==> config.mk <==
export PLATFORM = sky130hd
export DESIGN_NAME = conv_ctrl
export DESIGN_NICKNAME = d
export VERILOG_FILES = /design/src/core/conv_ctrl_pkg.sv /design/src/core/result_mem.sv /design/src/core/conv_ctrl.sv
export SDC_FILE = /design/constraint.sdc
export NUM_CORES = 1
export LEC_CHECK = 0
export ABC_AREA = 1
export BUFFER_PORTS_ARGS = -buffer_cell sky130_fd_sc_hd__buf_4
export CAP_MARGIN = 20
export CORE_MARGIN = 5
export CORE_UTILIZATION = 54
export DETAILED_ROUTE_END_ITERATION = 8
export HOLD_SLACK_MARGIN = 0.06
export PLACE_DENSITY = 0.88
export SLEW_MARGIN = 15
export SYNTH_ARGS = -nofsm -noshare
export SYNTH_HDL_FRONTEND = slang
export SYNTH_HIERARCHICAL = 1
export SYNTH_SLANG_ARGS = --single-unit
export TNS_END_PERCENT = 50
==> constraint.sdc <==
create_clock -name pclk -period 2.3 [get_ports pclk]
set_input_delay 0.23 -clock pclk [delete_from_list [all_inputs] [get_ports pclk]]
set_output_delay 0.23 -clock pclk [all_outputs]
set_load 0.05 [all_outputs]
==> src/core/conv_ctrl_pkg.sv <==
// Package: constants for the simultaneous conversion control block.
// Assumes a 125 MHz pclk and an APB master with 32-bit data.
package conv_ctrl_pkg;

  localparam int          CLK_MHZ        = 125;
  localparam int          NUM_CH         = 8;
  localparam int          RES_BITS       = 16;
  // Conversion time in ns, default budget for all channels
  localparam int          CONV_TIME_NS   = 500;
  localparam int          CONV_CYCLES    = (CONV_TIME_NS * CLK_MHZ + 999) / 1000;
  // Partial reset pulse on the register bus, cycles
  localparam int          PRST_CYCLES    = 1;

  // Register byte offsets
  localparam logic [11:0] CTRL_OFF       = 12'h000;
  localparam logic [11:0] STATUS_OFF     = 12'h004;
  localparam logic [11:0] BW_OFF         = 12'h008;
  localparam logic [11:0] UNI_OFF        = 12'h00C;
  localparam logic [11:0] COUNT_OFF      = 12'h010;
  localparam logic [11:0] DATA_BASE_OFF  = 12'h020;

  // Control field positions
  localparam int          CTRL_SWSTART   = 0;
  localparam int          CTRL_EXTCLK    = 1;
  localparam int          CTRL_PRESET    = 2;

  // Status field positions
  localparam int          ST_BUSY        = 0;
  localparam int          ST_SWMODE      = 1;
  localparam int          ST_INTREF      = 2;
  localparam int          ST_EXTCLK      = 3;
  localparam int          ST_VALID       = 4;

  // Reset values
  localparam logic [7:0]  BW_RST         = 8'h00;
  localparam logic [7:0]  UNI_RST        = 8'h00;
  // Edges after reset until the reference pin level has crossed the synchroniser
  localparam logic [1:0]  REF_WAIT_RST   = 2'h3;

  typedef enum logic [1:0] {
    ST_IDLE,
    ST_CONV,
    ST_STORE
  } conv_state_t;

endpackage

==> src/core/result_mem.sv <==
// Result store: DEPTH 16-bit words (eight by default, two banks of one per channel in conv_ctrl), registered read.
// Assumes one writer and one reader on the same clock.
`timescale 1ns/100ps
module result_mem #(
  parameter int DEPTH = 8,
  parameter int WIDTH = 16
) (
  input  wire logic                     pclk,
  input  wire logic                     we,
  input  wire logic [$clog2(DEPTH)-1:0] waddr,
  input  wire logic [WIDTH-1:0]         wdata,
  input  wire logic [$clog2(DEPTH)-1:0] raddr,
  output logic      [WIDTH-1:0]         rdata
);

  logic [WIDTH-1:0] mem [DEPTH];

  always_ff @(posedge pclk) begin
    if (we) begin
      mem[waddr] <= wdata;
    end
    rdata <= mem[raddr];
  end

endmodule

==> src/core/conv_ctrl.sv <==
// Conversion control for an eight-channel simultaneous-sampling converter.
// Assumes an APB master on pclk, asynchronous pins synchronised here, and
// a SAR data source delivering one raw offset-binary sample per channel.
`timescale 1ns/100ps
module conv_ctrl #(
  parameter int NUM_CH      = conv_ctrl_pkg::NUM_CH,
  parameter int RES_BITS    = conv_ctrl_pkg::RES_BITS,
  parameter int CONV_CYCLES = conv_ctrl_pkg::CONV_CYCLES,
  parameter int EXT_EDGES   = conv_ctrl_pkg::RES_BITS
) (
  input  wire logic                       pclk,
  input  wire logic                       presetn,
  input  wire logic                       psel,
  input  wire logic                       penable,
  input  wire logic                       pwrite,
  input  wire logic [11:0]                paddr,
  input  wire logic [31:0]                pwdata,
  output logic      [31:0]                prdata,
  output logic                            pready,
  output logic                            pslverr,
  input  wire logic                       conversion_start_input,
  input  wire logic [2:0]                 oversampling_ratio_pins,
  input  wire logic                       ref_select,
  input  wire logic [NUM_CH*RES_BITS-1:0] sample_data,
  output logic                            busy,
  output logic                            sample_hold,
  output logic                            internal_ref_en,
  output logic                            reference_io_pin_oe,
  output logic      [NUM_CH-1:0]          high_bw_sel
);

  localparam int CW = $clog2(NUM_CH);

  typedef struct packed {
    logic [2:0]                 start_sync;
    logic [2:0]                 os_s1;
    logic [2:0]                 os_s2;
    logic                       ref_s1;
    logic                       ref_s2;
    logic [1:0]                 ref_wait;
    logic                       int_ref;
    conv_ctrl_pkg::conv_state_t state;
    logic [15:0]                cnt;
    logic [CW-1:0]              ch;
    logic [NUM_CH*RES_BITS-1:0] shadow;
    logic                       ext_clk_en;
    logic                       sw_start;
    logic [NUM_CH-1:0]          bw;
    logic [NUM_CH-1:0]          uni;
    logic                       data_valid;
    logic [31:0]                set_count;
    logic                       busy;
    logic                       hold;
    logic                       prst;
    logic [31:0]                prdata;
    logic                       rd_mem;
    logic                       bank;
  } state_t;

  state_t s_r;
  state_t s_nxt;

  function automatic state_t reset_state();
    reset_state          = '0;
    reset_state.ref_wait = conv_ctrl_pkg::REF_WAIT_RST;
    reset_state.bw       = NUM_CH'(conv_ctrl_pkg::BW_RST);
    reset_state.uni      = NUM_CH'(conv_ctrl_pkg::UNI_RST);
    reset_state.state    = conv_ctrl_pkg::ST_IDLE;
  endfunction

  localparam state_t S_RST = reset_state();

  logic [RES_BITS-1:0] mem_rdata;
  logic                mem_we;
  logic [CW:0]         mem_raddr;
  logic [CW:0]         mem_waddr;
  logic [RES_BITS-1:0] mem_wdata;
  logic                start_rise;
  logic                sw_mode;
  logic                ext_edge;
  logic                wr_en;
  logic                rd_en;
  logic                is_data;

  // Raw SAR sample is offset binary; bipolar flips the sign bit
  function automatic logic [RES_BITS-1:0] encode(input logic [RES_BITS-1:0] raw,
                                                 input logic                unipolar);
    encode = unipolar ? raw : {~raw[RES_BITS-1], raw[RES_BITS-2:0]};
  endfunction

  function automatic logic in_range(input logic [11:0] a,
                                    input logic [11:0] base,
                                    input int          n);
    in_range = (a >= base) && (a < base + 12'(n * 4));
  endfunction

  ////////////////////////////////////////////////////////////////////////////
  // Pin decode

  assign sw_mode    = &s_r.os_s2;
  assign start_rise = s_r.start_sync[1] & ~s_r.start_sync[2];
  assign ext_edge   = sw_mode & s_r.ext_clk_en & start_rise;
  assign wr_en      = psel & penable & pwrite;
  assign rd_en      = psel & ~penable & ~pwrite;
  assign is_data    = in_range(paddr, conv_ctrl_pkg::DATA_BASE_OFF, NUM_CH);
  // Reads see the finished bank, the store fills the other one
  assign mem_raddr  = {s_r.bank, CW'(paddr[11:2] - conv_ctrl_pkg::DATA_BASE_OFF[11:2])};
  assign mem_waddr  = {~s_r.bank, s_r.ch};

  ////////////////////////////////////////////////////////////////////////////
  // Next state

  always_comb begin
    s_nxt          = s_r;
    mem_we         = 1'b0;
    mem_wdata      = '0;
    s_nxt.start_sync = {s_r.start_sync[1:0], conversion_start_input};
    s_nxt.os_s1    = oversampling_ratio_pins;
    s_nxt.os_s2    = s_r.os_s1;
    s_nxt.ref_s1   = ref_select;
    s_nxt.ref_s2   = s_r.ref_s1;
    s_nxt.sw_start = 1'b0;
    s_nxt.prst     = 1'b0;
    s_nxt.rd_mem   = 1'b0;

    // reference mode caught once the synchroniser holds the pin level
    if (s_r.ref_wait != 2'h0) begin
      s_nxt.ref_wait = s_r.ref_wait - 2'h1;
      if (s_r.ref_wait == 2'h1) begin
        s_nxt.int_ref = s_r.ref_s2;
      end
    end

    if (wr_en) begin
      unique case (paddr)
        conv_ctrl_pkg::CTRL_OFF: begin
          s_nxt.sw_start   = pwdata[conv_ctrl_pkg::CTRL_SWSTART];
          s_nxt.ext_clk_en = pwdata[conv_ctrl_pkg::CTRL_EXTCLK];
          s_nxt.prst       = pwdata[conv_ctrl_pkg::CTRL_PRESET];
        end
        conv_ctrl_pkg::BW_OFF:  s_nxt.bw  = pwdata[NUM_CH-1:0];
        conv_ctrl_pkg::UNI_OFF: s_nxt.uni = pwdata[NUM_CH-1:0];
        default: ;
      endcase
    end

    unique case (s_r.state)
      conv_ctrl_pkg::ST_IDLE: begin
        // start edges begin a set only here; while busy they only pace external clock sets
        if ((start_rise && !(sw_mode && s_r.ext_clk_en)) || s_r.sw_start) begin
          // one hold instant for every channel
          s_nxt.shadow = sample_data;
          s_nxt.hold   = 1'b1;
          s_nxt.busy   = 1'b1;
          s_nxt.cnt    = '0;
          s_nxt.state  = conv_ctrl_pkg::ST_CONV;
        end else if (ext_edge) begin
          s_nxt.shadow = sample_data;
          s_nxt.hold   = 1'b1;
          s_nxt.busy   = 1'b1;
          s_nxt.cnt    = '0;
          s_nxt.state  = conv_ctrl_pkg::ST_CONV;
        end
      end
      conv_ctrl_pkg::ST_CONV: begin
        // external clock edges pace the conversion
        if (sw_mode && s_r.ext_clk_en) begin
          if (ext_edge) begin
            s_nxt.cnt = s_r.cnt + 16'd1;
          end
          if (s_r.cnt >= 16'(EXT_EDGES)) begin
            s_nxt.state = conv_ctrl_pkg::ST_STORE;
            s_nxt.ch    = '0;
          end
        end else begin
          s_nxt.cnt = s_r.cnt + 16'd1;
          if (s_r.cnt >= 16'(CONV_CYCLES - 1)) begin
            s_nxt.state = conv_ctrl_pkg::ST_STORE;
            s_nxt.ch    = '0;
          end
        end
      end
      conv_ctrl_pkg::ST_STORE: begin
        // every channel written, used or not
        mem_we    = 1'b1;
        mem_wdata = encode(s_r.shadow[s_r.ch*RES_BITS +: RES_BITS], s_r.uni[s_r.ch]);
        s_nxt.ch  = s_r.ch + CW'(1);
        if (s_r.ch == CW'(NUM_CH - 1)) begin
          // busy falls when all are in
          s_nxt.busy       = 1'b0;
          s_nxt.hold       = 1'b0;
          s_nxt.data_valid = 1'b1;
          s_nxt.set_count  = s_r.set_count + 32'd1;
          s_nxt.bank       = ~s_r.bank;
          s_nxt.state      = conv_ctrl_pkg::ST_IDLE;
        end
      end
      default: s_nxt.state = conv_ctrl_pkg::ST_IDLE;
    endcase

    // partial reset discards the set in flight
    if (s_r.prst) begin
      s_nxt.state = conv_ctrl_pkg::ST_IDLE;
      s_nxt.busy  = 1'b0;
      s_nxt.hold  = 1'b0;
      s_nxt.cnt   = '0;
      s_nxt.ch    = '0;
    end

    // Read data are registered in setup, served in access
    if (rd_en) begin
      s_nxt.prdata = '0;
      unique case (paddr)
        conv_ctrl_pkg::STATUS_OFF: begin
          s_nxt.prdata[conv_ctrl_pkg::ST_BUSY]   = s_r.busy;
          s_nxt.prdata[conv_ctrl_pkg::ST_SWMODE] = sw_mode;
          s_nxt.prdata[conv_ctrl_pkg::ST_INTREF] = s_r.int_ref;
          s_nxt.prdata[conv_ctrl_pkg::ST_EXTCLK] = s_r.ext_clk_en;
          s_nxt.prdata[conv_ctrl_pkg::ST_VALID]  = s_r.data_valid;
        end
        conv_ctrl_pkg::CTRL_OFF:
          s_nxt.prdata[conv_ctrl_pkg::CTRL_EXTCLK] = s_r.ext_clk_en;
        conv_ctrl_pkg::BW_OFF:    s_nxt.prdata[NUM_CH-1:0] = s_r.bw;
        conv_ctrl_pkg::UNI_OFF:   s_nxt.prdata[NUM_CH-1:0] = s_r.uni;
        conv_ctrl_pkg::COUNT_OFF: s_nxt.prdata = s_r.set_count;
        default:                  s_nxt.rd_mem = is_data;
      endcase
    end
  end

  ////////////////////////////////////////////////////////////////////////////
  // State register

  always_ff @(posedge pclk or negedge presetn) begin
    if (!presetn) begin
      s_r <= S_RST;
    end else begin
      s_r <= s_nxt;
    end
  end

  ////////////////////////////////////////////////////////////////////////////
  // Result store
  // two banks, the old set stays readable through the whole busy time
  // banks swap as busy falls, so the full new set shows at once
  // an aborted set never swaps, its partial words stay hidden

  result_mem #(
    .DEPTH (2 * NUM_CH),
    .WIDTH (RES_BITS)
  ) u_mem (
    .pclk  (pclk),
    .we    (mem_we),
    .waddr (mem_waddr),
    .wdata (mem_wdata),
    .raddr (mem_raddr),
    .rdata (mem_rdata)
  );

  ////////////////////////////////////////////////////////////////////////////
  // Outputs

  // Access phase always one cycle; unmapped writes accepted and dropped
  assign pready  = 1'b1;
  assign pslverr = 1'b0;
  assign prdata  = s_r.rd_mem ? {{(32-RES_BITS){1'b0}}, mem_rdata} : s_r.prdata;

  assign busy        = s_r.busy;
  assign sample_hold = s_r.hold;
  // pin left as input with external reference
  assign internal_ref_en     = s_r.int_ref;
  assign reference_io_pin_oe = s_r.int_ref;
  // code transitions are analog; LSB is range over 65,536
  assign high_bw_sel         = s_r.bw;

endmodule

**Word level (Yosys, flattened, before mapping)**

Memories as Yosys holds them, arrays and structs flattened. A register that Yosys moved wholly into a read port is not among the register bits.
Cells that the tools add are included.

- Memories: 1
- Bits in writable memories: 256
- Input bits: 182
- Output and inout port bits: 46
- Register bits: 251
- Word-level logic and storage cells: 125

Memory list:

| name | depth | bits a word | rd ports | clocked after memory_dff | wr ports | line | RTL |
|---|---|---|---|---|---|---|---|
| u_mem.mem | 16 | 16 | 1 | 1 | 1 | result_mem.sv:16 | `logic [WIDTH-1:0] mem [DEPTH];` |

- Mux-type cells: 41
- Bitwise logic cells: 12
- Reduce and logical (&&, ||, !) cells: 24
- Eq/ne operators: 13
- $add $sub $neg: 5
- Shifts and indexed selects: 1
- $lt $le $gt $ge: 5

Operator list:

| operator | number |
|---|---|
| 128-bit two-way mux | 2 |
| 128-bit by 8-bit indexed part select with 16-bit output | 1 |
| 16-bit two-way mux | 3 |
| 21-bit two-way mux | 2 |
| 18-bit two-way mux | 2 |
| 32-bit by 1-bit adder with 32-bit output (second input constant) | 1 |
| 32-bit two-way mux | 1 |
| 16-bit case mux with 2 select lines | 1 |
| 12-bit by 4-bit == test with 1-bit output (second input constant) | 2 |
| 24-bit two-way mux | 1 |
| 17-bit two-way mux | 1 |
| 16-bit by 1-bit adder with 16-bit output (second input constant) | 1 |
| 16-bit by 5-bit greater-or-equal comparator with 1-bit output (second input constant) | 1 |
| 16-bit by 6-bit greater-or-equal comparator with 1-bit output (second input constant) | 1 |
| 8-bit two-way mux | 2 |
| 4-bit inequality test (second input constant) | 4 |
| 2-bit two-way mux | 7 |
| 12-bit by 3-bit == test with 1-bit output (second input constant) | 1 |
| 12-bit by 5-bit == test with 1-bit output (second input constant) | 1 |
| 12-bit by 6-bit greater-or-equal comparator with 1-bit output (second input constant) | 1 |
| 12-bit logical NOT | 1 |
| 12-bit by 7-bit less-than comparator with 1-bit output (second input constant) | 1 |
| 3-bit case mux with 4 select lines | 1 |
| 2-bit AND reduction | 6 |
| other kinds (28) | 56 |

**Depth between registers and ports, before layout**

Gate-level depths: netlist (run 1).

- Word-level depth: 8
- Mapped depth: 11
- Depth with buffers taken out: 11

**Hierarchy**

Netlist (run 1), hierarchy kept.

Modules (own cells, without submodules):

| module | seq. area each (um^2) | cells each | area each (um^2) | times used |
|---|---|---|---|---|
| conv_ctrl | 6,258.5 | 1,361 | 12,363.1 | 1 |
| result_mem | 8,007.7 | 1,074 | 11,380.9 | 1 |

**Least setup slack after synthesis (run 1)**

Ideal clock, no wire load.

- Kind: register to register
- From: register s_r[235] in the netlist's numbering
- To: memory u_mem.mem[12][0] (enable)
- Required time: 1.912 ns
- Stages on the path, launching flop included: 5
- Path buffers: 1
- Setup time: 0.388 ns
- Arrival time: 1.777 ns
- Setup slack: 0.134 ns
- Clock period less this slack: 2.166 ns
- Path through: dfrtp_1 nor2_4 clkbuf_1 nand3_1 nor2_1

- Longest elaborated chain between the ends: 4

Ends and longest elaborated chain:

| element | line | RTL |
|---|---|---|
| start, declared | conv_ctrl.sv:60 | `state_t s_r;` |
| start signal, assigned | conv_ctrl.sv:238 | `s_r <= s_nxt;` |
| 2-bit == test | conv_ctrl.sv:147 | `unique case (s_r.state)` |
| 1-bit two-way mux | conv_ctrl.sv:147 |  |
| net mem_we | conv_ctrl.sv:74 | `logic mem_we;` |
| 1-bit two-way mux | result_mem.sv:19 | `if (we) begin` |
| 1-bit two-way mux (not written as such) | result_mem.sv:20 | `mem[waddr] <= wdata;` |
| end, declared | result_mem.sv:16 |  |

The timed path passes the listed nets, and every way through them passes these cells.

**Worst setup path after layout (run 1)**

- From: register s_r, in the netlist mem_waddr[0]
- To: memory u_mem.mem[13][15] (data pin)

- Longest elaborated chain between the ends: 4
- Elaborated cells on any way between the ends: 6
- Classes of those cells: 1 x shift; 4 x mux; 1 x bitwise

Ends and longest elaborated chain:

| element | line | RTL |
|---|---|---|
| 128-bit by 8-bit indexed part select with 16-bit output / 1-bit binary-select mux with 3-bit select (equally long branches) | conv_ctrl.sv:186 | `mem_wdata = encode(s_r.shadow[s_r.ch*RES_BITS +: RES_BITS], s_r.uni[s_r.ch]);` |
| 1-bit inverter / 1-bit two-way mux (equally long branches) | conv_ctrl.sv:88, conv_ctrl.sv:186 |  |
| 16-bit two-way mux * | conv_ctrl.sv:88 | `encode = unipolar ? raw : {~raw[RES_BITS-1], raw[RES_BITS-2:0]};` |
| 16-bit two-way mux * | conv_ctrl.sv:147 |  |
| net mem_wdata[15] | conv_ctrl.sv:77 | `logic [RES_BITS-1:0] mem_wdata;` |

Mark *: on every way through the listed nets, which the timed path passes. The rest lies on a longest branch. The select of a mux whose other input is x is not followed.

==> flow_metrics.py, run 1 <==
metrics = {
    "critical_path": {
        "crit_type": "flip-flop to flip-flop",
        "worstPathCellList": "buf_4 > buf_4 > buf_4 > nor2_1 > nor2_1 > o21ai_0 > nand3_1 > nand2_1 > nor2_1 > nor2_1 > buf_4",
        "worstPathArrival_ps": 2820,
        "critical_path_buf_inv_count": 4,
        "start_kind": "flip-flop",
        "worstPathRequired_ps": 2720,
        "cp_max_fo": 16,
        "critical-path-top-delay-family": "simple AND/OR/NAND/NOR gates",
        "worstSetupEndpointType": "flip-flop",
        "slowest_stage": "dfrtp_2",
        "cpPeakStageDelay_ps": 460,
    },
    "clock_network": {
        "clock-sinks": 522,
        "cts_made_buffers": 51,
        "cts_buffer_depth": 3,
        "cts_tree": "built",
        "h-tree-depth": 2,
        "cts_setup_buffers": 0,
        "cts_root_buffer": "clkbuf_16",
        "clk_latency_ps": 600,
        "cts.reportedPaths.clkPinSlew_ps": 70,
    },
    "layout": {
        "drive_gt1_frac": 0.197,
        "multi_input_area_sq_um": 7700,
        "layout_common_cells": "nand2_1, inv_1, buf_4, edfxtp_1, nand3_1",
        "area_growth_pct": 23.7,
        "regArea_sq_um": 14300,
        "fin_area_sq_um": 29400,
        "final_util": 0.679,
        "nets": 2986,
        "fill_cells": 2655,
        "final_common_cell": "nand2_1",
        "final_cells": 3428,
    },
    "power": {
        "p_leak_uw": 0.0133,
        "combPwrFrac": 0.242,
        "power_density_nw_per_um2": 974,
        "vdd_drop_max_v": 0.000816,
        "power.switching_uw": 9200,
        "clock_power_share": 0.308,
        "pwr-share-seq": 0.450,
        "finalPower_uw": 28600,
        "p_int_uw": 19400,
        "switching_share": 0.322,
    },
    "place": {
        "globalplace.congestion": 0.925,
        "dp_hpwl_um": 42400,
        "portBuffers": 201,
        "place_inst": 3185,
        "placed_area_sq_um": 26100,
    },
    "die": {
        "io_pins": 228,
        "die_w_um": 220,
        "std_cell_rows": 76,
        "core-area_sq_um": 43300,
        "die_h_um": 220,
        "start_util": 0.549,
        "dieArea_sq_um": 48300,
    },
    "sta": {
        "finClkSkew_ps": 24.5,
        "fmax_ghz": 0.417,
        "hold_ws_ps": 159,
        "slew_viol_final": 0,
        "rsz0062_at_grt": "yes",
        "slew_headroom": 0.464,
        "worst_pin_slew_ps": 803,
        "finalWorstSetupSlack_ps": -99.8,
        "setup_violations": 31,
        "fin_crit_ps": 2400,
        "final-hold-violation-count": 0,
        "fin_crit_sh": 1.04,
    },
    "yosys": {
        "ys_async_sr_fraction": 0.479,
        "yosys_warnings": 6,
        "synthesis.nets": 2624,
        "syn_inst": 2435,
        "ys.flop_type": "edfxtp_1",
        "synth-seq-area-share": 0.601,
        "synth.distinct_cells": 37,
        "synth_seq_cells": 522,
        "synth.avg_cell_area_sq_um": 9.75,
        "synth_edf_count": 256,
        "synth_area_sq_um": 23700,
    },
    "global_routing": {
        "grt_max_degree": 93,
        "grt_pass1_wl_um": 116000,
        "track_usage": 0.309,
        "overflow": 0,
        "antenna_found_initial": 3,
        "grt_pass1_vias": 20900,
    },
    "detailed_routing": {
        "antenna_left": 0,
        "drt-initial-drc-count": 2729,
        "drc_errors": 0,
        "wl_per_cell_um": 22.1,
        "routed-via-count": 20300,
        "vias_per_cell": 5.94,
        "first_pass_iters": 9,
        "finalWirelength_um": 75700,
    },
    "run": {
        "drv_cap": 0,
    },
    "outcome": {
        "violations": "negative setup slack",
        "outcome": "finished with violations",
    },
    "min_path": {
        "hold_class": "primary input to async pin",
    },
}
[final cells by class]
type	count	area share
Antenna cell	4	0.000341
Clock buffer	81	0.0539
Clock inverter	14	0.00588
Inverter	300	0.0384
Multi-Input combinational cell	1491	0.262
Sequential cell	522	0.486
Tap cell	585	0.0249
Timing Repair Buffer	431	0.128
[worst register-to-register path, cell delays in order, from the launching register on]
cell and delay (ps):
dfrtp_2 460, buf_4 210, buf_4 180, buf_4 160, nor2_1 160, nor2_1 70, o21ai_0 100, nand3_1 140
nand2_1 180, nor2_1 70, nor2_1 240, buf_4 250
[routing by layer]
layer,vias to the layer above,wire length [um],GRT usage,share of wire
li1,8654,-,-,-
met1,9497,25000,0.364,0.33
met2,1674,36000,0.513,0.48
met3,522,8780,0.0811,0.12
met4,2,5830,0.183,0.077
met5,-,13,0,0.00017
[path summary, 6_finish.rpt]
path / startpoint / to / slack (ps) / cells past startpoint
worst min register to register: s_nxt[240]$_DFF_PN0_ / s_r[240]$_DFF_PN0_ / 380 / 0
worst max register to register: mem_waddr[0]$_DFFE_PN0P_ / u_mem/mem[13][15]$_DFFE_PP_ / -100 / 11
worst max-delay path: mem_waddr[0]$_DFFE_PN0P_ / u_mem/mem[13][15]$_DFFE_PP_ / -100 / 11
max in group asynchronous: presetn / s_r[1]$_DFF_PN0_ / 1310 / 3
worst min-delay path: presetn / s_r[195]$_DFFE_PN0P_ / 160 / 2
min in group pclk: penable / s_r[8]$_DFFE_PN0P_ / 160 / 5
[cell families after synthesis]
| kind of cell | count (synthesis) | share of synthesized area |
|---|---|---|
| compound gates | 184 | 0.0418 |
| xor+xnor | 21 | 0.00775 |
| fa+ha+maj | 7 | 0.00369 |
| buf+inv | 422 | 0.0771 |
| flops | 522 | 0.601 |
| mux | 137 | 0.0650 |
| other cells | 2 | 0.000316 |
| simple gates | 1140 | 0.204 |
[stage by stage]
stage | setup slack [ps] | TNS (ps)
4_1_cts | 34.6 | 0
2_1_floorplan | 134 | 0
3_5_place_dp | -16.0 | -250
5_1_grt | -132 | -2350
3_3_place_gp | 91.7 | 0
6_report | -99.8 | -1590
[power by group through the flow]
stage | Combinational, uW | Sequential (uW) | Clock [uW]
finish | 6920 | 12900 | 8810
global route | 7270 | 12800 | 9200
CTS | 6000 | 12600 | 8720
detailed placement | 5640 | 12700 | 0
global placement | 5360 | 12700 | 0
floorplan | 3830 | 12200 | 0
[registers in the layout (all words and copies together) (netlist names)]
signal / count
u_mem/mem: 256
s_r: 230
u_mem/rdata: 16
high_bw_sel: 8
s_nxt: 6
mem_waddr: 3
busy: 1
internal_ref_en: 1
mem_raddr: 1
[timing repair]
action	in CTS	in global routing
hold buffers	144	0
hold endpoints to repair	401	0
gates resized for setup	5	10
endpoints found under the setup margin	80	123
[synth_stat cells, drive strengths merged, types with 3 or more instances]
cell type | count | area, sq um
ha | 7 | 87.6
dfrtp | 248 | 6210
o22ai | 54 | 338
inv | 300 | 1130
nor2 | 241 | 962
mux2 | 137 | 1540
a21oi | 3 | 15.0
nand4 | 14 | 93.8
clkbuf | 40 | 150
o21ai | 125 | 626
xnor2 | 8 | 70.1
nand3 | 258 | 1320
buf | 82 | 552
nand3b | 11 | 82.6
nor3 | 11 | 66.3
edfxtp | 256 | 7690
dfxtp | 16 | 320
nand2 | 603 | 2290
xor2 | 13 | 114
Power figures use the tool's default switching activity.
==> run 2: changes to the inputs <==
Settings changed: CELL_PAD_IN_SITES_DETAIL_PLACEMENT set to 1, CELL_PAD_IN_SITES_GLOBAL_PLACEMENT set to 2, CORE_UTILIZATION 54 to 35, CTS_BUF_LIST set to sky130_fd_sc_hd__clkbuf_4.
==> run 2 against run 1 <==
  * Flip-flop and latch count unchanged
  * Critical path type is now flip-flop to primary output
  * Largest cell class unchanged
  * The run still ends with negative setup slack left
  * Count of clock-buffer cells in the layout up 143
  * Register-to-register slack better by 80 ps
  * Worst hold slack better by 11 ps
  * Highest routed layer is now met4
  * Sequential share of layout area down 3.8 points
==> flow_metrics.py, run 2 (synthesis gave the netlist of run 1 again) <==
metrics = {
    "sta": {
        "fin_crit_ps": 2340,
        "finClkSkew_ps": 88.8,
        "fin_crit_sh": 1.02,
        "setup_violations": 11,
        "finalWorstSetupSlack_ps": -40.9,
        "slew_headroom": 0.521,
        "setup_tns_ps": -255,
        "worst_pin_slew_ps": 718,
        "slew_viol_final": 0,
        "rsz0062_at_grt": "yes",
        "fmax_ghz": 0.427,
        "final-hold-violation-count": 0,
    },
    "min_path": {
        "whs_path_depth": 4,
        "whs_endpoint": "s_r[76]$_DFFE_PN0P_",
        "worstHoldStart": "pwdata[6]",
        "hold_class": "primary input to flip-flop",
    },
    "critical_path": {
        "critical-path-top-delay-family": "flip-flops",
        "critical_path_buf_inv_count": 2,
        "worstPathCellList": "buf_12 > o21ai_1 > buf_4",
        "cp_max_fo": 23,
        "cpPeakStageDelay_ps": 440,
        "r2r-end": "u_mem/mem[10][12]$_DFFE_PP_",
        "worstSetupEndpointType": "primary output",
        "start_kind": "flip-flop",
        "crit_type": "flip-flop to primary output",
        "worstPathRequired_ps": 2070,
        "r2r-start": "mem_waddr[0]$_DFFE_PN0P_",
        "reg2regPathDepth": 9,
        "ff2ff_setup_slack_ps": -20,
        "slowest_stage": "dfrtp_2",
        "worstPathArrival_ps": 2110,
    },
    "clock_network": {
        "cts_root_buffer": "clkbuf_4",
        "cts_buffer_depth": 3,
        "h-tree-depth": 4,
        "cts.reportedPaths.clkPinSlew_ps": 70,
        "clk_latency_ps": 1020,
        "cts_tree": "built",
        "cts_made_buffers": 140,
        "clock-sinks": 522,
    },
    "die": {
        "core-area_sq_um": 67300,
        "die_w_um": 270,
        "start_util": 0.353,
        "die_h_um": 270,
        "dieArea_sq_um": 73100,
        "std_cell_rows": 95,
        "io_pins": 228,
    },
    "layout": {
        "final_util": 0.473,
        "drive_gt1_frac": 0.232,
        "fill_cells": 7611,
        "nets": 3241,
        "largest_register_ffs": 256,
        "final_cells": 4040,
        "area_growth_pct": 34.0,
        "final_common_cell": "nand2_1",
        "reg.largest.list": "u_mem/mem: 256 flops, s_r: 230 flops, u_mem/rdata: 16 flops",
        "fin_area_sq_um": 31800,
        "layout_common_cells": "nand2_1, dlygate4sd3_1, inv_1, edfxtp_1, nand3_1",
        "largest_register": "u_mem/mem",
    },
    "detailed_routing": {
        "drt-initial-drc-count": 1282,
        "antenna_left": 0,
        "first_pass_iters": 5,
        "finalWirelength_um": 86500,
        "vias_per_cell": 5.07,
        "drc_errors": 0,
        "routed-via-count": 20500,
        "wl_per_cell_um": 21.4,
    },
    "power": {
        "switching_share": 0.332,
        "power.switching_uw": 9510,
        "power_density_nw_per_um2": 899,
        "finalPower_uw": 28600,
        "combPwrFrac": 0.244,
        "p_leak_uw": 0.0143,
        "p_int_uw": 19100,
        "clock_power_share": 0.311,
        "vdd_drop_max_v": 0.000497,
        "pwr-share-seq": 0.445,
    },
    "place": {
        "place_inst": 3475,
        "globalplace.congestion": 0.811,
        "portBuffers": 201,
        "placed_area_sq_um": 26500,
        "dp_hpwl_um": 48400,
    },
    "global_routing": {
        "antenna_found_initial": 8,
        "grt_pass1_vias": 22800,
        "overflow": 0,
        "track_usage": 0.232,
        "grt_max_degree": 73,
        "grt_pass1_wl_um": 132000,
    },
    "run": {
        "drv_cap": 0,
    },
    "outcome": {
        "outcome": "finished with violations",
        "violations": "negative setup slack",
    },
}
[run 2: changes by cell type in the layout (fill, tap and decap cells not counted), sizes merged]
cell / before / now
dlygate4sd3: 144 / 303
clkbuf: 81 / 225
buf: 287 / 292
clkinv: 9 / 14
diode: 4 / 9
clkinvlp: 1 / 4
inv: 300 / 303
bufinv: 4 / 3
dlymetal6s4s: 0 / 1
[run 2: timing repair]
action / 4_1_cts / 5_1_grt
hold buffers: 305 / 1
gates cloned: 0 / 1
buffers inserted: 2 / 0
endpoints found under the hold margin: 450 / 16
pin swaps: 0 / 4
resized for setup: 39 / 52
setup endpoints to repair: 112 / 70
[run 2: worst max-delay path by stage]
stage | start | end | slack, ps | cells after the start
finish | s_r[1]$_DFF_PN0_ | prdata[11] | -40 | 3
CTS | s_r[1]$_DFF_PN0_ | prdata[3] | -180 | 3
global route | s_r[1]$_DFF_PN0_ | prdata[11] | -140 | 3
global placement | mem_waddr[0]$_DFFE_PN0P_ | u_mem/mem[7][11]$_DFFE_PP_ | 20 | 6
floorplan | s_r[235]$_DFFE_PN0P_ | u_mem/mem[12][0]$_DFFE_PP_ | 130 | 4
detailed placement | mem_waddr[0]$_DFFE_PN0P_ | u_mem/mem[12][11]$_DFFE_PP_ | -110 | 6
[run 2: cell type report]
class,count,area [sq um],area share
clock buffer,224,1680,0.0528
multi-input combinational,1491,7830,0.246
sequential,522,14300,0.448
antenna,9,22.5,0.000708
clock inverter,24,184,0.00578
timing repair buffer,597,5620,0.177
inverter,300,1130,0.0355
tap,873,1090,0.0343
[run 2: per-stage QoR]
stage               hold slack [ps]  setup WS, ps
floorplan                     -65.6           134
global placement                200          21.8
detailed placement              215          -108
CTS                            67.1          -185
global route                    109          -137
finish                          171         -40.9
[run 2: power groups by stage]
stage | clock (uW) | combinational [uW] | sequential, uW
after floorplan | 0 | 3830 | 12200
after global placement | 0 | 5660 | 12600
after detailed placement | 0 | 5930 | 12600
after CTS | 8890 | 6410 | 12400
after global routing | 9660 | 7420 | 12800
final | 8910 | 6980 | 12700
[run 2: routing by layer]
layer  share of wire  routed length [um]  global-route usage  vias to the layer above
met5               0                   0                   0                        -
met4           0.051                4420               0.123                        0
met3           0.044                3770              0.0464                      280
met2            0.53               45400               0.425                      670
met1            0.38               32900               0.254                    10300
li1                -                   -                   -                     9275
[run 2: tightest hold or removal path, delay by kind of cell]
| kind | cells | cell delay [ps] |
|---|---|---|
| compound gates | 1 | 120 |
| buf+inv | 3 | 740 |
